[src/core/touch_scan_consts.vh]
// Register offsets, field positions and reset values of the touch scan block
`ifndef TOUCH_SCAN_CONSTS_VH
`define TOUCH_SCAN_CONSTS_VH
`define GEN_CTRL_OFFSET 8'h00
`define SCAN_DATA_OFFSET 8'h04
`define WAKE_WAKE_HIGH_LIMIT_OFFSET 8'h08
`define CH_SEL_MSB 31
`define CH_SEL_LSB 28
`define DMA_SEL_BIT 23
`define SOFT_START_BIT 22
`define COUNT_MSB 15
`define HIGH_LIM_MSB 31
`define HIGH_LIM_LSB 16
`define LOW_LIM_MSB 15
`define SCAN_REPEAT_COUNT_MSB 12
`define SCAN_REPEAT_COUNT_LSB 8
`define EN_BIT 7
`define IRQ_EN_BIT 6
`define TRIG_SRC_BIT 4
`define BUSY_BIT 3
`define DONE_BIT 2
`define RANGE_SEL_BIT 1
`define OOR_FLAG_BIT 0
`define CH_SEL_RESET 4'h0
`define WAKE_HIGH_LIMIT_RESET 16'h0000
`define SCAN_REPEAT_COUNT_RESET 5'h00
`endif

[src/core/touch_scan_regs.v]
// Touch scan control, data and wakeup threshold registers with scan sequencer
`timescale 1ns/1ps
`include "touch_scan_consts.vh"

module touch_scan_regs (
    input wire clk, // 100 MHz clock
    input wire rst_n, // Asynchronous reset, active low
    input wire wb_cyc_i, // Wishbone cycle
    input wire wb_stb_i, // Wishbone strobe
    input wire wb_we_i, // Wishbone write enable
    input wire [7:0] wb_adr_i, // Wishbone byte address
    input wire [3:0] wb_sel_i, // Wishbone byte selects
    input wire [31:0] wb_dat_i, // Wishbone write data
    output reg [31:0] wb_dat_o, // Wishbone read data
    output reg wb_ack_o, // Wishbone acknowledge
    input wire hw_trigger, // Hardware scan trigger, asynchronous
    input wire ref_tick, // Reference oscillator tick, asynchronous
    input wire sample_end, // Front end finished one sample, asynchronous
    output reg scan_start, // Pulse: front end starts one sample
    output reg [3:0] electrode_sel, // Channel under measurement
    output reg scan_irq, // Interrupt request level
    output reg dma_req, // DMA request level
    output reg scan_busy // Scan in progress
);

    localparam ST_IDLE = 3'b001;
    localparam ST_RUN = 3'b010;
    localparam ST_NEXT = 3'b100;

    reg [3:0] channel_select_q;
    reg dma_request_select_q;
    reg [15:0] wake_high_limit_q;
    reg [15:0] wake_low_limit_q;
    reg [4:0] scan_repeat_count_q;
    reg enable_q;
    reg scan_irq_enable_q;
    reg trigger_source_select_q;
    reg out_of_range_event_select_q;
    reg scan_done_flag_q;
    reg out_of_range_q;
    reg [15:0] scan_count_result_q;
    reg [4:0] scans_done_q;
    reg [2:0] state_q;
    reg [2:0] hw_sync_q;
    reg [2:0] tick_sync_q;
    reg [2:0] end_sync_q;
    reg [31:0] read_word;

    // Rising edge seen between second and third synchroniser stage
    function rise;
        input [2:0] sync;
        begin
            rise = sync[1] && !sync[2];
        end
    endfunction

    wire req = wb_cyc_i && wb_stb_i && !wb_ack_o;
    wire wr = req && wb_we_i;
    wire wr_ctrl = wr && (wb_adr_i == `GEN_CTRL_OFFSET);
    wire wr_data = wr && (wb_adr_i == `SCAN_DATA_OFFSET);
    wire wr_thr = wr && (wb_adr_i == `WAKE_WAKE_HIGH_LIMIT_OFFSET);
    wire hw_pulse = rise(hw_sync_q);
    wire tick_pulse = rise(tick_sync_q);
    wire end_pulse = rise(end_sync_q);
    wire soft_go = wr_data && wb_sel_i[2] && wb_dat_i[`SOFT_START_BIT]
        && !trigger_source_select_q;
    wire hard_go = hw_pulse && trigger_source_select_q;
    wire go = enable_q && (state_q == ST_IDLE) && (soft_go || hard_go);
    // A channel written together with the start bit is the one scanned
    wire [3:0] start_channel = (wr_data && wb_sel_i[3])
        ? wb_dat_i[`CH_SEL_MSB:`CH_SEL_LSB] : channel_select_q;
    wire clr_done = wr_ctrl && wb_sel_i[0] && wb_dat_i[`DONE_BIT];
    wire clr_range = wr_ctrl && wb_sel_i[0] && wb_dat_i[`OOR_FLAG_BIT];
    wire last_scan = (scans_done_q == scan_repeat_count_q);
    // Abort by disable never reports a finished scan
    wire finish = (state_q == ST_RUN) && end_pulse && last_scan && enable_q;
    wire outside = (scan_count_result_q > wake_high_limit_q)
        || (scan_count_result_q < wake_low_limit_q);
    wire range_event = out_of_range_event_select_q && finish && outside;
    wire event_pend = scan_irq_enable_q
        && (out_of_range_event_select_q ? out_of_range_q : scan_done_flag_q);

    // Byte-lane merge of one register byte
    function [7:0] merge;
        input sel;
        input [7:0] old;
        input [7:0] incoming;
        begin
            merge = sel ? incoming : old;
        end
    endfunction

    // Event goes to exactly one request line
    function route;
        input pend;
        input to_dma;
        input want_dma;
        begin
            route = pend && (to_dma == want_dma);
        end
    endfunction

    // Synchronisers: first stage feeds second only
    always @(posedge clk or negedge rst_n)
    begin
        if (!rst_n)
        begin
            hw_sync_q <= 3'h0;
            tick_sync_q <= 3'h0;
            end_sync_q <= 3'h0;
        end
        else
        begin
            hw_sync_q <= {hw_sync_q[1:0], hw_trigger};
            tick_sync_q <= {tick_sync_q[1:0], ref_tick};
            end_sync_q <= {end_sync_q[1:0], sample_end};
        end
    end

    // Software registers
    always @(posedge clk or negedge rst_n)
    begin
        if (!rst_n)
        begin
            scan_repeat_count_q <= `SCAN_REPEAT_COUNT_RESET;
            enable_q <= 1'b0;
            scan_irq_enable_q <= 1'b0;
            trigger_source_select_q <= 1'b0;
            out_of_range_event_select_q <= 1'b0;
        end
        else
        begin
            if (wr_ctrl && wb_sel_i[1])
                scan_repeat_count_q <= wb_dat_i[`SCAN_REPEAT_COUNT_MSB:`SCAN_REPEAT_COUNT_LSB];
            if (wr_ctrl && wb_sel_i[0])
            begin
                enable_q <= wb_dat_i[`EN_BIT];
                scan_irq_enable_q <= wb_dat_i[`IRQ_EN_BIT];
                out_of_range_event_select_q <= wb_dat_i[`RANGE_SEL_BIT];
                if (state_q == ST_IDLE)
                    trigger_source_select_q <= wb_dat_i[`TRIG_SRC_BIT];
            end
        end
    end

    // Data register: channel and request select
    always @(posedge clk or negedge rst_n)
    begin
        if (!rst_n)
        begin
            channel_select_q <= `CH_SEL_RESET;
            dma_request_select_q <= 1'b0;
        end
        else
        begin
            if (wr_data && wb_sel_i[3])
                channel_select_q <= wb_dat_i[`CH_SEL_MSB:`CH_SEL_LSB];
            if (wr_data && wb_sel_i[2])
                dma_request_select_q <= wb_dat_i[`DMA_SEL_BIT];
        end
    end

    // Wakeup thresholds, byte-lane writable
    always @(posedge clk or negedge rst_n)
    begin
        if (!rst_n)
        begin
            wake_high_limit_q <= `WAKE_HIGH_LIMIT_RESET;
            wake_low_limit_q <= `WAKE_HIGH_LIMIT_RESET;
        end
        else
        begin
            if (wr_thr)
            begin
                wake_high_limit_q <= {merge(wb_sel_i[3], wake_high_limit_q[15:8],
                    wb_dat_i[31:24]), merge(wb_sel_i[2], wake_high_limit_q[7:0],
                    wb_dat_i[23:16])};
                wake_low_limit_q <= {merge(wb_sel_i[1], wake_low_limit_q[15:8],
                    wb_dat_i[15:8]), merge(wb_sel_i[0], wake_low_limit_q[7:0],
                    wb_dat_i[7:0])};
            end
        end
    end

    // Scan sequencer and result accumulation
    always @(posedge clk or negedge rst_n)
    begin
        if (!rst_n)
        begin
            state_q <= ST_IDLE;
            scans_done_q <= 5'h00;
            scan_count_result_q <= 16'h0000;
            scan_start <= 1'b0;
            electrode_sel <= `CH_SEL_RESET;
            scan_busy <= 1'b0;
        end
        else
        begin
            scan_start <= 1'b0;
            case (state_q)
                ST_IDLE:
                begin
                    if (go)
                    begin
                        state_q <= ST_RUN;
                        scans_done_q <= 5'h00;
                        scan_count_result_q <= 16'h0000;
                        electrode_sel <= start_channel;
                        scan_start <= 1'b1;
                        scan_busy <= 1'b1;
                    end
                end
                ST_RUN:
                begin
                    if (tick_pulse)
                        scan_count_result_q <= scan_count_result_q + 16'h0001;
                    if (!enable_q)
                    begin
                        state_q <= ST_IDLE;
                        scan_busy <= 1'b0;
                    end
                    else if (end_pulse)
                    begin
                        if (last_scan)
                        begin
                            state_q <= ST_IDLE;
                            scan_busy <= 1'b0;
                        end
                        else
                            state_q <= ST_NEXT;
                    end
                end
                ST_NEXT:
                begin
                    scans_done_q <= scans_done_q + 5'h01;
                    scan_start <= 1'b1;
                    state_q <= ST_RUN;
                end
                default:
                begin
                    state_q <= ST_IDLE;
                    scan_busy <= 1'b0;
                end
            endcase
        end
    end

    // Event flags: set wins over write-one clear
    always @(posedge clk or negedge rst_n)
    begin
        if (!rst_n)
        begin
            scan_done_flag_q <= 1'b0;
            out_of_range_q <= 1'b0;
        end
        else
        begin
            if (finish)
                scan_done_flag_q <= 1'b1;
            else if (clr_done)
                scan_done_flag_q <= 1'b0;
            if (range_event)
                out_of_range_q <= 1'b1;
            else if (clr_range)
                out_of_range_q <= 1'b0;
        end
    end

    // Event routing to interrupt or DMA request
    always @(posedge clk or negedge rst_n)
    begin
        if (!rst_n)
        begin
            scan_irq <= 1'b0;
            dma_req <= 1'b0;
        end
        else
        begin
            scan_irq <= route(event_pend, dma_request_select_q, 1'b0);
            dma_req <= route(event_pend, dma_request_select_q, 1'b1);
        end
    end

    // Read decode, unmapped addresses read zero
    always @*
    begin
        read_word = 32'h0000_0000;
        case (wb_adr_i)
            `GEN_CTRL_OFFSET:
                read_word = {
                    19'h0_0000,
                    scan_repeat_count_q,
                    enable_q,
                    scan_irq_enable_q,
                    1'b0,
                    trigger_source_select_q,
                    scan_busy,
                    scan_done_flag_q,
                    out_of_range_event_select_q,
                    out_of_range_q
                };
            `SCAN_DATA_OFFSET:
                read_word = {
                    channel_select_q,
                    4'h0,
                    dma_request_select_q,
                    7'h00,
                    scan_count_result_q
                };
            `WAKE_WAKE_HIGH_LIMIT_OFFSET:
                read_word = {wake_high_limit_q, wake_low_limit_q};
            default:
                read_word = 32'h0000_0000;
        endcase
    end

    // Bus answer: one wait state, unmapped reads zero
    always @(posedge clk or negedge rst_n)
    begin
        if (!rst_n)
        begin
            wb_ack_o <= 1'b0;
            wb_dat_o <= 32'h0000_0000;
        end
        else
        begin
            wb_ack_o <= req;
            wb_dat_o <= (req && !wb_we_i) ? read_word : 32'h0000_0000;
        end
    end

endmodule // touch_scan_regs

[config.mk]
export PLATFORM = sky130hd
export DESIGN_NAME = touch_scan_regs
export DESIGN_NICKNAME = d
export VERILOG_FILES = /design/src/core/touch_scan_regs.v
export VERILOG_INCLUDE_DIRS = /design/src /design/src/core
export SDC_FILE = /design/constraint.sdc
export NUM_CORES = 1
export LEC_CHECK = 0
export BUFFER_PORTS_ARGS = -buffer_cell sky130_fd_sc_hd__buf_2
export CORE_MARGIN = 2
export CORE_UTILIZATION = 45
export CTS_BUF_LIST = sky130_fd_sc_hd__clkbuf_4 sky130_fd_sc_hd__clkbuf_8
export DETAILED_ROUTE_END_ITERATION = 12
export PLACE_DENSITY_LB_ADDON = 0.08
export SLEW_MARGIN = 20
export SYNTH_ARGS = -nofsm -noshare
export SYNTH_HDL_FRONTEND = slang
export SYNTH_SLANG_ARGS = --single-unit
[constraint.sdc]
create_clock -name clk -period 3 [get_ports clk]
set_input_delay 0.3 -clock clk [delete_from_list [all_inputs] [get_ports clk]]
set_output_delay 0.3 -clock clk [all_outputs]
set_load 0.02 [all_outputs]
==> summary.md <==
| Metric | Value |
|---|---|
| Status | finished, final reports clean |
| Commonest cells post-synth | 121 x dfrtp_1, 61 x nor2_1, 49 x mux2_2 |
| Area post-placement | 6565 um2 |
| Multiplexer share of the synthesized area | 0.1189 |
| LEAKAGE | between 3 and 4 nW |
| Mapped cell area | 5863 um2 |
| Share of cells above drive strength 1 | 0.2831 |
| CTS HTree Levels | 4 |
| Met1 usage | 0.2863 |
| Routed len/inst | ~17 um |
| CP required | ~3300 ps |
| Clock latency on the worst-skew pair | between 400 and 500 ps |
| Design area | 7098 um2 |
| Clock-pin slew on the worst setup and hold paths | roughly 70 ps |
| Clock power frac | 0.500 |
| Clk sinks | 122 |
| Dpl ws | around 290 ps |
| Post-Synth Simple-Gate Area | 0.1451 |
| Starting Density | 0.4627 |
| DRT iter0 DRCs | 261 |
| Total GRT Usage | 0.2109 |
| First-pass GRT wire length | ~23,000 um |
| Worst Setup End Kind | flop |
| Sw frac | 0.2078 |
| Drt via density | about 5.2 |
| Worst min-delay path class | input port to flop |
| Flop pwr share | 0.463 |
| Largest family of logic cells by synthesized area | simple AND/OR/NAND/NOR gates |
| Post-synth EDFFs | 0 |
| IO Port Bufs | 92 |
| Root buf cell | clkbuf_8 |
| Maximum vdd drop | roughly 0.35 mV |
| Max Freq | between 400 and 500 MHz |
| Number of routed nets with antenna violations | 0 |
| DRC Markers | 0 |
| Dominant cell by count in the synthesized netlist | dfrtp_1 |
| Seq cells post-synth | ~120 |
| Worst-margin pin slew | around 900 ps |
| Switch Pwr | 0.0007463 W |
| Grt peak-use layer | met2 |
| Setup Fix Bufs, Post-CTS | 0 |
| PwrDens | 505.9 nW/um2 |
| Critical Path AT | 2600 ps |
| Die X-Extent | between 100 and 150 um |
| I/O pin count | 93 |
| Slew headroom | 0.3931 |
| Register area share after synthesis | 0.5209 |
| Vias in the first global route | 4,345 |
| Final hold violation count | 0 |
| Largest cells by area after synthesis | dfrtp_1 52%, mux2_2 9.4%, ha_1 7.0% |
| DP HPWL | approximately 10,000 um |
| Largest net degree at the start of global routing | 50 |
| GR Layer Usage met3 | 0.04923 |
| Post-Synthesis Cells | ~540 |
| Fin nets | 736 |
| Remaining Overflow, GRT | 0 |
| Rows | 41 |
| Synth warnings | 0 |
| Syn-to-layout area delta | 21.06% |
| # diodes | 0 |
| Synth cell types | 52 |
| Post-synth top area cell | dfrtp_1 |
| XOR/XNOR Fraction of Synth Area | 0.02390 |
| FFs w/ async S/R, synth | 1.000 |
| Power Internal | about 0.0028 W |
| Max Cap Violations | 0 |
| Post_cts resized | 0 |
| Predominant post-synthesis flop cell | dfrtp_1 |
| Critical path fanouts, max | 8 |
| RSZ-0062 raised after global routing | false |
| Sum Neg Setup Slack | 0 ps |
| Die Height | 118.1 um |
| Final GP Congestion | between 0.8 and 0.9 |
| DRT Pass-1 Iters | 5 |
| Pins Over Slew Limit | 0 |
| Final setup violation count | 0 |
| Cts-stage hold buffer count | 4 |
| Met2 Track Usage GR | 0.3277 |
| Vias | 4,323 |
| Final min period | 2276 ps |
| Comb power frac | 0.036 |
| PnR worst setup slack | between 700 and 800 ps |
| Mapped Nets | ~620 |
| Synth top area share | 0.5164 |
| Complex-gate fraction of the synthesized area | 0.08173 |
| Drt total wl | around 14,000 um |
| Tcrit/Tclk final | 0.7586 |
| FILL cells | between 1,000 and 1,500 |
| Num CTS Buffers | 17 |
| Synth Area in Adders | 0.07042 |
| Die ar. | approximately 14,000 um2 |
| Clock skew | around 8.4 ps |
| Initial antenna violation count | 0 |
| CTS max path bufs | 2 |
| CP startpoint kind | flop |
| Core footprint | around 13,000 um2 |
| CTS tree | yes |
| Setup CP Type | flop to flop |
| Post-Syn Area per Cell | 10.88 um2 |
## routing by layer
metal | vias to the layer above | routed length [um]
met5 | - | 0
met4 | 0 | 170
met3 | 12 | 588
met2 | 110 | 6688
met1 | 2093 | 6406
li1 | 2108 | -
## worst max-delay path, cell delays in order, from the launching register on
cell      delay, ps
dfrtp_1         390
nand4b_1        190
or4_1           460
nor2_1          370
nand2_1         370
mux2_2          380
## metrics by stage
| stage | std cells | hold slack (ps) | total power (W) | utilization |
|---|---|---|---|---|
| 3_3_place_gp | 800 | 335.8 | 0.001824 | 0.5181 |
| 6_report | 836 | 84.67 | 0.003591 | 0.5602 |
| 4_1_cts | 836 | 56.33 | 0.003630 | 0.5602 |
| 5_1_grt | 836 | 70.42 | 0.003717 | 0.5602 |
| 2_1_floorplan | 539 | 4.409 | 0.001733 | - |
| 3_5_place_dp | 800 | 334.7 | 0.001825 | 0.5181 |
## area by class of cell
cell class | count | area, um2 | share of cell area
clock buffers | 21 | 276.5 | 0.03896
clock inverters | 11 | 216.5 | 0.03050
inverters | 44 | 165.2 | 0.02327
multi-input cells | 360 | 2580 | 0.3635
flip-flops and latches | 122 | 3054 | 0.4303
well taps | 172 | 215.2 | 0.03032
repair buffers | 106 | 590.6 | 0.08320
## placed cells by master (no fill, tap or decap), types with 15 or more instances in the layout
cell type / n
nor2_1: 61
buf_2: 91
ha_1: 33
a21oi_1: 26
nand3_1: 16
dfrtp_1: 121
mux2_2: 49
nand2_1: 32
o21ai_0: 15
inv_1: 44
clkbuf_8: 19
## power groups by stage
| stage | Combinational [W] | Clock (W) | Sequential [W] |
|---|---|---|---|
| after CTS | 0.000135 | 0.00183 | 0.00166 |
| after floorplan | 0.0000401 | 0 | 0.00169 |
| final | 0.000131 | 0.00180 | 0.00166 |
| after global routing | 0.000149 | 0.00190 | 0.00166 |
| after global placement | 0.000130 | 0 | 0.00169 |
| after detailed placement | 0.000131 | 0 | 0.00169 |
## logic make-up after synthesis
family                   after synthesis
buffers and inverters                 57
AND/OR/NAND/NOR                      172
AO/OA/AOI/OAI                         76
multiplexers                          63
adder cells (fa/ha/maj)               33
flip-flops                           122
XOR/XNOR                              16
## registers in the layout, indices dropped and copies added (netlist names), 3 cells and up
name	cells
scans_done_q	5
channel_select_q	4
scan_count_result_q	16
tick_sync_q	3
hw_sync_q	3
end_sync_q	3
wake_high_limit_q	16
wb_dat_o	32
state_q	3
scan_repeat_count_q	5
wake_low_limit_q	16
electrode_sel	4
## path summary, 6_finish.rpt
check,start,to,slack (ps),cells past startpoint
max,wb_ack_o,wake_low_limit_q[8],720,5
min,wb_dat_i[26],wake_high_limit_q[10],80,2
max reg2reg,wb_ack_o,wake_low_limit_q[8],720,5
min reg2reg,hw_sync_q[0],hw_sync_q[1],350,0
max in group asynchronous,rst_n,wb_dat_o[5],1790,3
min in group asynchronous,rst_n,wb_dat_o[20],420,2
Power figures use the tool's default switching activity.
